==> src/shared/owdr_defines.vh <==
// owdr_defines.vh: offsets, field positions, reset values and timing counts
// assumes a 20 MHz pclk; included by the top design file by bare name
`ifndef OWDR_DEFINES_VH
`define OWDR_DEFINES_VH

`define OWDR_CLK_MHZ          20
// times in microseconds, as printed
`define OWDR_T_START_US       2
`define OWDR_END_OF_STREAM_TIME_US         2
`define OWDR_T_ACK_VALID_US   4
`define OWDR_T_ACK_PULSE_US   512
`define OWDR_T_EN_OFF_US      2500
`define OWDR_T_PWM_OFF_US     20000
`define OWDR_T_DETECT_US      1000
// cycle counts derived from the rate
`define OWDR_EOS_CYC          (`OWDR_END_OF_STREAM_TIME_US * `OWDR_CLK_MHZ)
`define OWDR_ACK_VALID_CYC    (`OWDR_T_ACK_VALID_US * `OWDR_CLK_MHZ)
`define OWDR_ACK_PULSE_CYC    (`OWDR_T_ACK_PULSE_US * `OWDR_CLK_MHZ)
`define OWDR_EN_OFF_CYC       (`OWDR_T_EN_OFF_US * `OWDR_CLK_MHZ)
`define OWDR_PWM_OFF_CYC      (`OWDR_T_PWM_OFF_US * `OWDR_CLK_MHZ)
`define OWDR_DETECT_CYC       (`OWDR_T_DETECT_US * `OWDR_CLK_MHZ)
// command fields
`define OWDR_FRAME_BITS       24
`define OWDR_BRIGHT_MSB       8
`define OWDR_ACK_REQ_BIT      10
`define OWDR_ADDR_LSB         16
`define OWDR_ADDR_MSB         23
// apb register offsets
`define OWDR_REG_CTRL         12'h000
`define OWDR_REG_STATUS       12'h004
`define OWDR_REG_BRIGHT       12'h008
`define OWDR_REG_ADDR         12'h00c
`define OWDR_BRIGHT_RST       9'h1ff
`endif

==> src/verilog/owdr_top.v <==
// owdr_top.v: single-wire dimming receiver with pwm fallback and fault latch
// assumes all pins synchronous to pclk; control line is open drain on the board
//
// Implementation choices: the placing of the registers and the APB slave port.
`include "owdr_defines.vh"
module owdr_top #(
	parameter [7:0]  DEV_ADDR     = 8'h5a, // arbitrary value
	parameter        EN_OFF_CYC   = `OWDR_EN_OFF_CYC,
	parameter        PWM_OFF_CYC  = `OWDR_PWM_OFF_CYC,
	parameter        DETECT_CYC   = `OWDR_DETECT_CYC,
	parameter        ACK_CYC      = `OWDR_ACK_PULSE_CYC
) (
	input  wire        pclk,
	input  wire        presetn,
	input  wire        psel,
	input  wire        penable,
	input  wire        pwrite,
	input  wire [11:0] paddr,
	input  wire [31:0] pwdata,
	output reg  [31:0] prdata,
	output reg         pready,
	output reg         pslverr,
	input  wire        ctrl_line_in,
	output reg         ctrl_line_out,
	output reg         ctrl_line_oe,
	input  wire        pwm_in,
	input  wire        switch_node_ov_trip,
	input  wire        sink_feedback_ov_trip,
	input  wire        current_limit,
	input  wire        cycle_start,
	input  wire        supply_uvlo,
	output reg         enable_q,
	output reg         switch_on_q,
	output reg  [8:0]  sink_target_q
);
	localparam CW = 24;
	localparam [2:0] S_OFF = 3'h0, S_DETECT = 3'h1, S_WIRE = 3'h2, S_PWM = 3'h3,
		S_LATCH = 3'h4;
	localparam [1:0] A_IDLE = 2'h0, A_WAIT = 2'h1, A_PULSE = 2'h2;

	function [CW-1:0] sat_inc;
		input [CW-1:0] v;
		sat_inc = (&v) ? v : v + 1'b1;
	endfunction

	////////////////////////////////////////////////////////////////////////
	reg [2:0]    mode_q;
	reg [1:0]    ack_q;
	reg          line_q, pwm_q;
	reg [CW-1:0] lo_cnt_q, hi_cnt_q, pwm_lo_q, t_q;
	reg [CW-1:0] bit_hi_q;
	reg [23:0]   shift_q;
	reg [4:0]    nbits_q;
	reg          bad_q, in_frame_q;
	reg [8:0]    bright_q;
	reg          gpio_en_q;   // software: control line driven by gpio
	reg          cmd_pref_q;  // software: allow single-wire mode
	reg          ov_latched_q, frame_ok_q;
	reg          fall_q;      // last shift settled one cycle after the edge
	wire [8:0]   duty;

	wire fall = line_q & ~ctrl_line_in;
	wire rise = ~line_q & ctrl_line_in;
	wire [23:0] word = shift_q;
	wire addr_ok = word[`OWDR_ADDR_MSB:`OWDR_ADDR_LSB] == DEV_ADDR;
	wire pwm_toggle = pwm_in ^ pwm_q;

	owdr_duty_meter #(.CW(20)) u_duty (
		.pclk   (pclk),
		.presetn(presetn),
		.pwm_in (pwm_in),
		.duty_q (duty)
	);

	////////////////////////////////////////////////////////////////////////
	// line timing and bit decode
	always @(posedge pclk or negedge presetn) begin
		if (!presetn) begin
			line_q <= 1'b0; pwm_q <= 1'b0;
			lo_cnt_q <= {CW{1'b0}}; hi_cnt_q <= {CW{1'b0}}; pwm_lo_q <= {CW{1'b0}};
			bit_hi_q <= {CW{1'b0}};
			shift_q <= 24'h000000; nbits_q <= 5'h00; bad_q <= 1'b0; in_frame_q <= 1'b0;
			bright_q <= `OWDR_BRIGHT_RST; frame_ok_q <= 1'b0;
		end else begin
			line_q <= ctrl_line_in;
			pwm_q  <= pwm_in;
			frame_ok_q <= 1'b0;
			pwm_lo_q <= pwm_in ? {CW{1'b0}} : sat_inc(pwm_lo_q);
			if (ack_q != A_IDLE) begin
				// host and pull-down both hold the line: last bit stays low
				lo_cnt_q <= sat_inc(lo_cnt_q);
				hi_cnt_q <= {CW{1'b0}};
			end else if (fall) begin
				bit_hi_q <= hi_cnt_q;
				lo_cnt_q <= 24'h000001;
				// first falling edge of a frame only opens a bit
				if (in_frame_q) begin
					if (lo_cnt_q >= {hi_cnt_q[22:0], 1'b0}) begin
						shift_q <= {1'b0, shift_q[23:1]};
						nbits_q <= nbits_q + 5'h01;
					end else if (hi_cnt_q >= {lo_cnt_q[22:0], 1'b0}) begin
						shift_q <= {1'b1, shift_q[23:1]};
						nbits_q <= nbits_q + 5'h01;
					end else
						bad_q <= 1'b1;
					if (nbits_q >= 5'd24)
						bad_q <= 1'b1;
				end
				in_frame_q <= (mode_q == S_WIRE) || (mode_q == S_DETECT);
			end else if (ctrl_line_in) begin
				hi_cnt_q <= rise ? 24'h000001 : sat_inc(hi_cnt_q);
				if (in_frame_q && hi_cnt_q == `OWDR_EOS_CYC) begin
					// last bit: its high time is the end-of-stream hold
					in_frame_q <= 1'b0;
					nbits_q <= 5'h00;
					bad_q <= 1'b0;
					if (!bad_q && nbits_q == 5'd23 && lo_cnt_q < `OWDR_EOS_CYC / 2) begin
						// final bit closed by end-of-stream counts as 1
						if ({1'b1, shift_q[23:17]} == DEV_ADDR) begin
							bright_q <= shift_q[9:1];
							frame_ok_q <= 1'b1;
						end
					end else if (!bad_q && nbits_q == 5'd23 && {1'b0, shift_q[23:17]} == DEV_ADDR) begin
						bright_q <= shift_q[9:1];
						frame_ok_q <= 1'b1;
					end
				end
			end else
				lo_cnt_q <= sat_inc(lo_cnt_q);
		end
	end

	////////////////////////////////////////////////////////////////////////
	// acknowledge: delay then pull-down
	always @(posedge pclk or negedge presetn) begin
		if (!presetn) begin
			ack_q <= A_IDLE; t_q <= {CW{1'b0}};
			ctrl_line_out <= 1'b0; ctrl_line_oe <= 1'b0;
			fall_q <= 1'b0;
		end else begin
			ctrl_line_out <= 1'b0;
			fall_q <= fall;
			case (ack_q)
			A_IDLE: begin
				ctrl_line_oe <= 1'b0;
				// 24th falling edge with request set and address matching
				if (fall_q && in_frame_q && nbits_q == 5'd23 && !bad_q
						&& shift_q[11] && {1'b0, shift_q[23:17]} == DEV_ADDR) begin
					ack_q <= A_WAIT;
					t_q <= {CW{1'b0}};
				end
			end
			A_WAIT: begin
				t_q <= t_q + 1'b1;
				if (t_q == `OWDR_ACK_VALID_CYC - 1) begin
					ack_q <= A_PULSE;
					t_q <= {CW{1'b0}};
					ctrl_line_oe <= 1'b1;
				end
			end
			A_PULSE: begin
				t_q <= t_q + 1'b1;
				if (t_q == ACK_CYC - 1) begin
					ack_q <= A_IDLE;
					ctrl_line_oe <= 1'b0;
				end
			end
			default: ack_q <= A_IDLE;
			endcase
		end
	end

	////////////////////////////////////////////////////////////////////////
	// mode, enable and protection
	always @(posedge pclk or negedge presetn) begin
		if (!presetn) begin
			mode_q <= S_OFF; enable_q <= 1'b0; switch_on_q <= 1'b0;
			sink_target_q <= 9'h000; ov_latched_q <= 1'b0;
		end else begin
			case (mode_q)
			S_OFF: begin
				enable_q <= 1'b0;
				if (ctrl_line_in && pwm_in && !supply_uvlo) begin
					mode_q <= S_DETECT;
				end
			end
			S_DETECT: begin
				// a frame during the window selects single-wire mode
				if (frame_ok_q && cmd_pref_q)
					mode_q <= S_WIRE;
				else if (hi_cnt_q >= DETECT_CYC)
					mode_q <= S_PWM;
				enable_q <= 1'b1;
			end
			S_WIRE, S_PWM: enable_q <= 1'b1;
			S_LATCH: begin
				enable_q <= 1'b0;
				if (rise || pwm_toggle)
					mode_q <= S_OFF;
			end
			default: mode_q <= S_OFF;
			endcase
			if (mode_q != S_OFF && mode_q != S_LATCH) begin
				if (supply_uvlo)
					mode_q <= S_OFF;
				else if (pwm_lo_q >= PWM_OFF_CYC)
					mode_q <= S_OFF;
				else if (gpio_en_q && lo_cnt_q >= EN_OFF_CYC && ack_q == A_IDLE)
					mode_q <= S_OFF;
				else if (switch_node_ov_trip)
					mode_q <= S_LATCH;
				else if (sink_feedback_ov_trip)
					mode_q <= S_OFF;
			end
			ov_latched_q <= mode_q == S_LATCH;
			// boost gate: off on limit until the next cycle, off on any fault
			if (!enable_q || switch_node_ov_trip || sink_feedback_ov_trip || current_limit)
				switch_on_q <= 1'b0;
			else if (cycle_start)
				switch_on_q <= 1'b1;
			if (!enable_q)
				sink_target_q <= 9'h000;
			else if (mode_q == S_WIRE)
				sink_target_q <= bright_q;
			else
				sink_target_q <= pwm_in && pwm_lo_q == 0 && duty == 9'h1ff ? 9'h1ff : duty;
		end
	end

	////////////////////////////////////////////////////////////////////////
	// apb slave, zero wait states
	always @(posedge pclk or negedge presetn) begin
		if (!presetn) begin
			prdata <= 32'h00000000; pready <= 1'b0; pslverr <= 1'b0;
			gpio_en_q <= 1'b1; cmd_pref_q <= 1'b1;
		end else begin
			pready <= psel & ~penable;
			pslverr <= 1'b0;
			if (psel && !penable) begin
				prdata <= 32'h00000000;
				case (paddr)
				`OWDR_REG_CTRL: begin
					if (pwrite) begin
						gpio_en_q <= pwdata[0];
						cmd_pref_q <= pwdata[1];
					end
					prdata <= {30'h0, cmd_pref_q, gpio_en_q};
				end
				`OWDR_REG_STATUS: prdata <= {25'h0, ov_latched_q, ack_q != A_IDLE,
					enable_q, 1'b0, mode_q};
				`OWDR_REG_BRIGHT: prdata <= {23'h0, bright_q};
				`OWDR_REG_ADDR:   prdata <= {24'h0, DEV_ADDR};
				default:          pslverr <= 1'b1;
				endcase
			end
		end
	end
endmodule // owdr_top

==> src/verilog/owdr_duty_meter.v <==
// owdr_duty_meter.v: measures pwm duty over one period as a 9-bit fraction
// assumes pwm input synchronous to pclk; output held in a register
module owdr_duty_meter #(
	parameter CW = 20
) (
	input  wire          pclk,
	input  wire          presetn,
	input  wire          pwm_in,
	output reg  [8:0]    duty_q
);
	reg          pwm_q;
	reg [CW-1:0] per_q;
	reg [CW-1:0] hi_q;
	wire         rise = pwm_in & ~pwm_q;
	wire [CW+8:0] scaled = {hi_q, 9'h000} - {9'h000, hi_q};
	wire [CW+8:0] quot   = scaled / {9'h000, per_q};

	always @(posedge pclk or negedge presetn) begin
		if (!presetn) begin
			pwm_q  <= 1'b0;
			per_q  <= {CW{1'b0}};
			hi_q   <= {CW{1'b0}};
			duty_q <= 9'h1ff;
		end else begin
			pwm_q <= pwm_in;
			if (rise) begin
				// duty = 511 * high / period; combinational division every cycle is costly but small
				if (per_q != {CW{1'b0}})
					duty_q <= (quot > 511) ? 9'h1ff : quot[8:0];
				per_q <= {{(CW-1){1'b0}}, 1'b1};
				hi_q  <= {{(CW-1){1'b0}}, 1'b1};
			end else begin
				if (~&per_q)
					per_q <= per_q + 1'b1;
				if (pwm_in && ~&hi_q)
					hi_q <= hi_q + 1'b1;
				if (&per_q)
					duty_q <= pwm_in ? 9'h1ff : 9'h000;
			end
		end
	end
endmodule // owdr_duty_meter

==> config.mk <==
export PLATFORM = sky130hd
export DESIGN_NAME = owdr_top
export DESIGN_NICKNAME = d
export VERILOG_FILES = /design/src/verilog/owdr_top.v /design/src/verilog/owdr_duty_meter.v
export VERILOG_INCLUDE_DIRS = /design/src /design/src/shared
export SDC_FILE = /design/constraint.sdc
export NUM_CORES = 2
export LEC_CHECK = 0
export BUFFER_PORTS_ARGS = -buffer_cell sky130_fd_sc_hd__buf_4
export CORE_ASPECT_RATIO = 0.75
export CORE_UTILIZATION = 50
export DETAILED_ROUTE_END_ITERATION = 8
export MAX_ROUTING_LAYER = met4
export PLACE_DENSITY_LB_ADDON = 0.25
export SLEW_MARGIN = 30
export SYNTH_ARGS = -nofsm -noshare
export SYNTH_HDL_FRONTEND = slang
export SYNTH_SLANG_ARGS = --single-unit
==> constraint.sdc <==
create_clock -name pclk -period 78.4 [get_ports pclk]
set_input_delay 11.76 -clock pclk [delete_from_list [all_inputs] [get_ports pclk]]
set_output_delay 11.76 -clock pclk [all_outputs]
set_load 0.005 [all_outputs]
* Word-level counts from Yosys, hierarchy flattened
Cells that the tools add are included.
** Storage, ports and cells
- Bits in registers :: 243
- Input port bits :: 56
- Output and inout port bits :: 47
- Word-level logic and storage cells :: 223
** Operators by class
- Add/subtract/negate cells :: 8
- Div/mod/pow operators :: 1
- Order comparisons :: 8
- Eq/ne operators :: 29
- Muxes and demuxes :: 72
- Bitwise gates (word level) :: 12
- Reductions and logical operators :: 65
** Operator list (count)
- $mux 24 :: 15
- $add 24x1->24 const B :: 4
- $mux 20 :: 4
- $mux 9 :: 8
- $pmux 24 s3 :: 1
- $reduce_and 24->1 :: 3
- $ge 24x24->1 :: 2
- $add 20x1->20 const B :: 2
- $reduce_and 20->1 :: 2
- $pmux 9 s4 :: 1
- $mux 3 :: 10
- $mux 5 :: 6
- $div 29x20->29 :: 1
- $gt 29x9->1 const B :: 1
- $sub 29x20->29 :: 1
- $eq 12x4->1 const B :: 2
- $eq 24x14->1 const B :: 1
- $eq 24x6->1 const B :: 1
- $eq 24x7->1 const B :: 1
- $ge 24x15->1 const B :: 1
- $ge 24x16->1 const B :: 1
- $ge 24x19->1 const B :: 1
- $logic_not 24->1 :: 1
- $lt 24x5->1 const B :: 1
- other kinds (42) :: 124

* Longest topological paths before layout
- Depth in word-level cells :: 11
- Depth in mapped cells :: 351
- Mapped depth without buffers :: 324

* Hierarchy
A second synthesis with hierarchy kept.
** Unflattened totals
- Cell total of the unflattened synthesis :: 4578
- Area total of the unflattened synthesis :: 35181.2 um2
** Modules (own cells, without submodules)
- owdr_duty_meter :: times used 1, cells an instance 3495, area an instance 25112.8 um2, sequential area each 1262.5 um2
- owdr_top :: times used 1, cells an instance 1083, area an instance 10068.4 um2, sequential area each 4267.8 um2

* Worst setup path after synthesis
Ideal clock, no wire load.
- Path kind :: reg2reg
- Start :: register u_duty.hi_q[11]
- End :: register u_duty.duty_q[0]
- Library setup time :: 0.088 ns
- Data arrival time :: 69.528 ns
- Data required time :: 78.312 ns
- Setup slack :: 8.784 ns
- Stages on the path, launching flop included :: 322
- Buffers on the path :: 30
- Clock period less this slack :: 69.616 ns
- Cells stage by stage :: dfrtp_1 clkbuf_1 inv_1 ha_1 clkbuf_1 nor4b_1 and4_1 o311ai_2 a31o_2 nand2_1 ha_1 a32oi_1 ha_1 o21a_1 or2_2 and3_1 a31oi_1 ha_1 [286 not listed] nand3b_1 or4_1 buf_4 mux2_4 ha_1 a21o_1 a21o_1 a21oi_1 o21ai_0 a21oi_1 o21ai_0 a21oi_1 nor2b_1 o21ai_0 and3_1 o311ai_0 o31ai_1 a21oi_1
** On the way
- Word-level cells in the longest chain between the ends :: 6
** RTL lines
- start: declaration :: line owdr_duty_meter.v:13 : reg [CW-1:0] hi_q;
- start signal: assignment :: line owdr_duty_meter.v:22 : hi_q <= {CW{1'b0}};
- start signal: assignment :: line owdr_duty_meter.v:31 : hi_q <= {{(CW-1){1'b0}}, 1'b1};
- start signal: assignment :: line owdr_duty_meter.v:36 : hi_q <= hi_q + 1'b1;
- $sub 29x20->29 (*) :: line owdr_duty_meter.v:15 : wire [CW+8:0] scaled = {hi_q, 9'h000} - {9'h000, hi_q};
- $div 29x20->29 (*) :: line owdr_duty_meter.v:16 : wire [CW+8:0] quot = scaled / {9'h000, per_q};
- $gt 29x9->1 :: line owdr_duty_meter.v:29 : duty_q <= (quot > 511) ? 9'h1ff : quot[8:0];
- $mux 9 (*) :: line owdr_duty_meter.v:29
- $mux 9 (*) :: line owdr_duty_meter.v:28 : if (per_q != {CW{1'b0}})
- $mux 9 (*) :: line owdr_duty_meter.v:26 : if (rise) begin
- end signal: assignment :: line owdr_duty_meter.v:29
- end signal: assignment :: line owdr_duty_meter.v:38 : duty_q <= pwm_in ? 9'h1ff : 9'h000;
- end: declaration :: line owdr_duty_meter.v:9 : output reg [8:0] duty_q
Every way passes the cells marked *; elsewhere a longest branch is shown, timed or not. The select of a mux whose other input is x is not followed.
A chain may end at the register's enable or synchronous reset.

* Final worst setup path
Ends and elaborated chain as after synthesis.

==> impl_metrics.py <==
metrics = {
    "run_status": {
        "status": "complete, no violations",
    },
    "worst_setup_path": {
        "cpPeakStageDelay_ns": 0.68,
        "path_buf_inv": 22,
        "cp.required_ns": 78.85,
        "path_class": "register to register",
        "crit_path_end_kind": "register",
        "crit_slowest_cell": "or4_1",
        "cp_common_cell": "ha_1",
        "path_max_fanout": 19,
        "path_delay_family": "compound AO/OA/AOI/OAI gates",
        "cp-start-kind": "register",
        "worstPathArrival_ns": 73.65,
    },
    "timing": {
        "rsz0062_at_grt": "false",
        "fin_ws_ns": 5.20,
        "fmax_mhz": 13.7,
        "timing.slew.headroom_pct": 33.8,
        "setup_tns_ns": 0,
        "period_share_pct": 93.4,
        "final_max_slew_viol_count": 0,
        "min_period_ns": 73.20,
        "hold_violations": 0,
        "worst_pin_slew_ns": 0.985,
        "setup_viol": 0,
        "fin_worst_skew_ns": 0.0242,
    },
    "logic_synthesis": {
        "synth_xor_area_share_pct": 8.29,
        "synth_fa_ha_area_share_pct": 17.0,
        "synth-seq-area-share_pct": 16.0,
        "synth_area_leaders": "ha_1 (17%), dfrtp_1 (15%), xnor2_1 (5.2%)",
        "synth_top_family_by_area": "compound AO/OA/AOI/OAI gates",
        "synthTopCellsByCount": "nor2_1 (468), ha_1 (466), nand2_1 (406), a21oi_1 (292), o21ai_0 (269)",
        "syn_area_sq_um": 34300,
        "synth_top_area_share_pct": 17.0,
        "synthMuxAreaShare_pct": 5.96,
        "syn_area_per_cell_sq_um": 7.67,
        "yosysWarnings": 0,
        "yosys_most_used_dff": "dfrtp_1",
        "synth_seq_cells": 219,
        "ys_types": 115,
        "async_flop_share_pct": 100,
        "synth_compound_area_share_pct": 24.9,
        "yosysTopAreaCell": "ha_1",
        "synth-edff-count": 0,
        "syn_inst": 4477,
        "synth_most_common_cell": "nor2_1",
        "synthSimpleGateAreaFrac_pct": 24.0,
    },
    "floorplan": {
        "io_pins": 103,
        "start_util_pct": 51.0,
        "fp-row-count": 82,
        "dieHeight_um": 229,
        "fp.dieW_um": 305,
        "die-area_sq_um": 69700,
        "coreArea_sq_um": 67300,
    },
    "drt": {
        "vias_per_cell": 6.10,
        "vias": 34700,
        "ant_nets": 0,
        "drt-initial-drc-count": 2988,
        "drc": 0,
        "drt_wl_total_mm": 102,
        "drt_first_pass_iters": 6,
        "wire_per_inst_um": 17.9,
    },
    "clocking": {
        "htreeDepth": 1,
        "path_clk_slew_ns": 0.07,
        "cts.path.max_buffers": 3,
        "clk-insertion-delay-late_ns": 0.57,
        "tritoncts.num_buffers": 24,
        "cts_tree": "done",
        "ctsRootBufferMaster": "clkbuf_16",
        "hold_buffers": 0,
        "clkSinkCount": 219,
    },
    "layout": {
        "multi_input_area_sq_um": 27800,
        "ff_latch_area_sq_um": 5510,
        "fin_nets": 5311,
        "fillers": 6281,
        "design_area_sq_um": 38900,
        "drive_above_1_share_pct": 15.1,
        "area_delta_synth_final_pct": 13.5,
    },
    "worst_hold_path": {
        "hold_path.class": "register to register",
    },
    "global_routing": {
        "antenna_found_initial": 3,
        "grt_pass1_vias": 32000,
        "grt_usage_pct": 29.6,
        "grt_start_max_net_pins": 88,
        "grt_pass1_wl_mm": 167,
        "grt_overflow_total": 0,
    },
    "place": {
        "placed_cell_area_sq_um": 37900,
        "place_congestion": 0.944,
        "place_ws_ns": 4.01,
        "dp.final_hpwl_mm": 81.4,
        "port_buffers": 48,
    },
    "run": {
        "maxCapViolCount": 0,
    },
}
==> layer usage <==
layer	vias to the layer above	routed length [um]	GRT usage (%)
met4	0	1320	4.15
li1	17200	-	-
met5	-	0	-
met3	99	9040	5.77
met2	1064	40100	41.0
met1	16300	51600	44.6
==> worst paths after layout <==
kind | to | slack (ns) | from | depth (start not counted)
min in group asynchronous | t_q[5] | 11.15 | presetn | 1
hold / removal | prdata[1] | 0.49 | prdata[1] | 2
setup / recovery | u_duty.duty_q[0] | 5.20 | u_duty.hi_q[11] | 317
max in group asynchronous | u_duty.per_q[18] | 65.26 | presetn | 3
hold reg to reg | prdata[1] | 0.49 | prdata[1] | 2
setup reg to reg | u_duty.duty_q[0] | 5.20 | u_duty.hi_q[11] | 317
==> final cells by class <==
type	count	share of cell area, %
multi-input cells	3967	71.3
flip-flops and latches	219	14.1
repair buffers	395	7.85
well taps	882	2.83
inverters	182	1.75
clock buffers	27	1.65
clock inverters	17	0.485
diodes	3	0.0193
==> registers in the layout (all words and copies together), names as in the netlist, 5 cells and up <==
register and cells:
hi_cnt_q 24, lo_cnt_q 24, pwm_lo_q 24, t_q 24
shift_q 23, u_duty.hi_q 20, u_duty.per_q 20, bright_q 9
prdata 9, sink_target_q 9, u_duty.duty_q 9, nbits_q 5
==> tightest hold or removal path, cell delays in order (launching register included) <==
cell     delay, ns
dfrtp_1       0.35
nand2_1       0.05
o41ai_1       0.06
==> logic make-up after synthesis <==
logic type / Yosys count
and+or+nand+nor: 1688
AOI/OAI and AO/OA: 1281
adders and majority gates: 467
xor gates and xnor gates: 325
buffers and inverters: 314
DFF: 219
muxes: 182
other: 1
==> through the flow <==
step	hold WS (ns)	util [%]	std cells
3_3_place_gp	0.468	56.3	5639
4_1_cts	0.491	57.6	5684
2_1_floorplan	0.464	-	4500
3_5_place_dp	0.475	56.4	5640
6_report	0.490	57.9	5692
5_1_grt	0.518	57.9	5692
==> layout by cell type, fill, tap and decap left out, types with 53 or more instances in the layout <==
cell / instances
nor3_1: 176
xnor2_1: 205
o21ai_0: 265
inv_1: 181
nand3_1: 129
a21o_1: 118
and3_1: 53
buf_4: 386
or3_1: 69
mux2_2: 151
o31ai_1: 77
ha_1: 466
nor2_1: 465
a21oi_1: 292
nand2_1: 406
dfrtp_1: 199
o21a_1: 135
nand4_1: 88
xor2_1: 120
==> repair_timing <==
item | in CTS | in global routing
buffers inserted | 0 | 5
resized for setup | 0 | 28
hold endpoints to repair | 0 | 0
endpoints found under the setup margin | 0 | 2
Power is left out: the tool's default activity adds up to more than one toggle a clock period on the data nets, which glitch-free logic cannot reach.
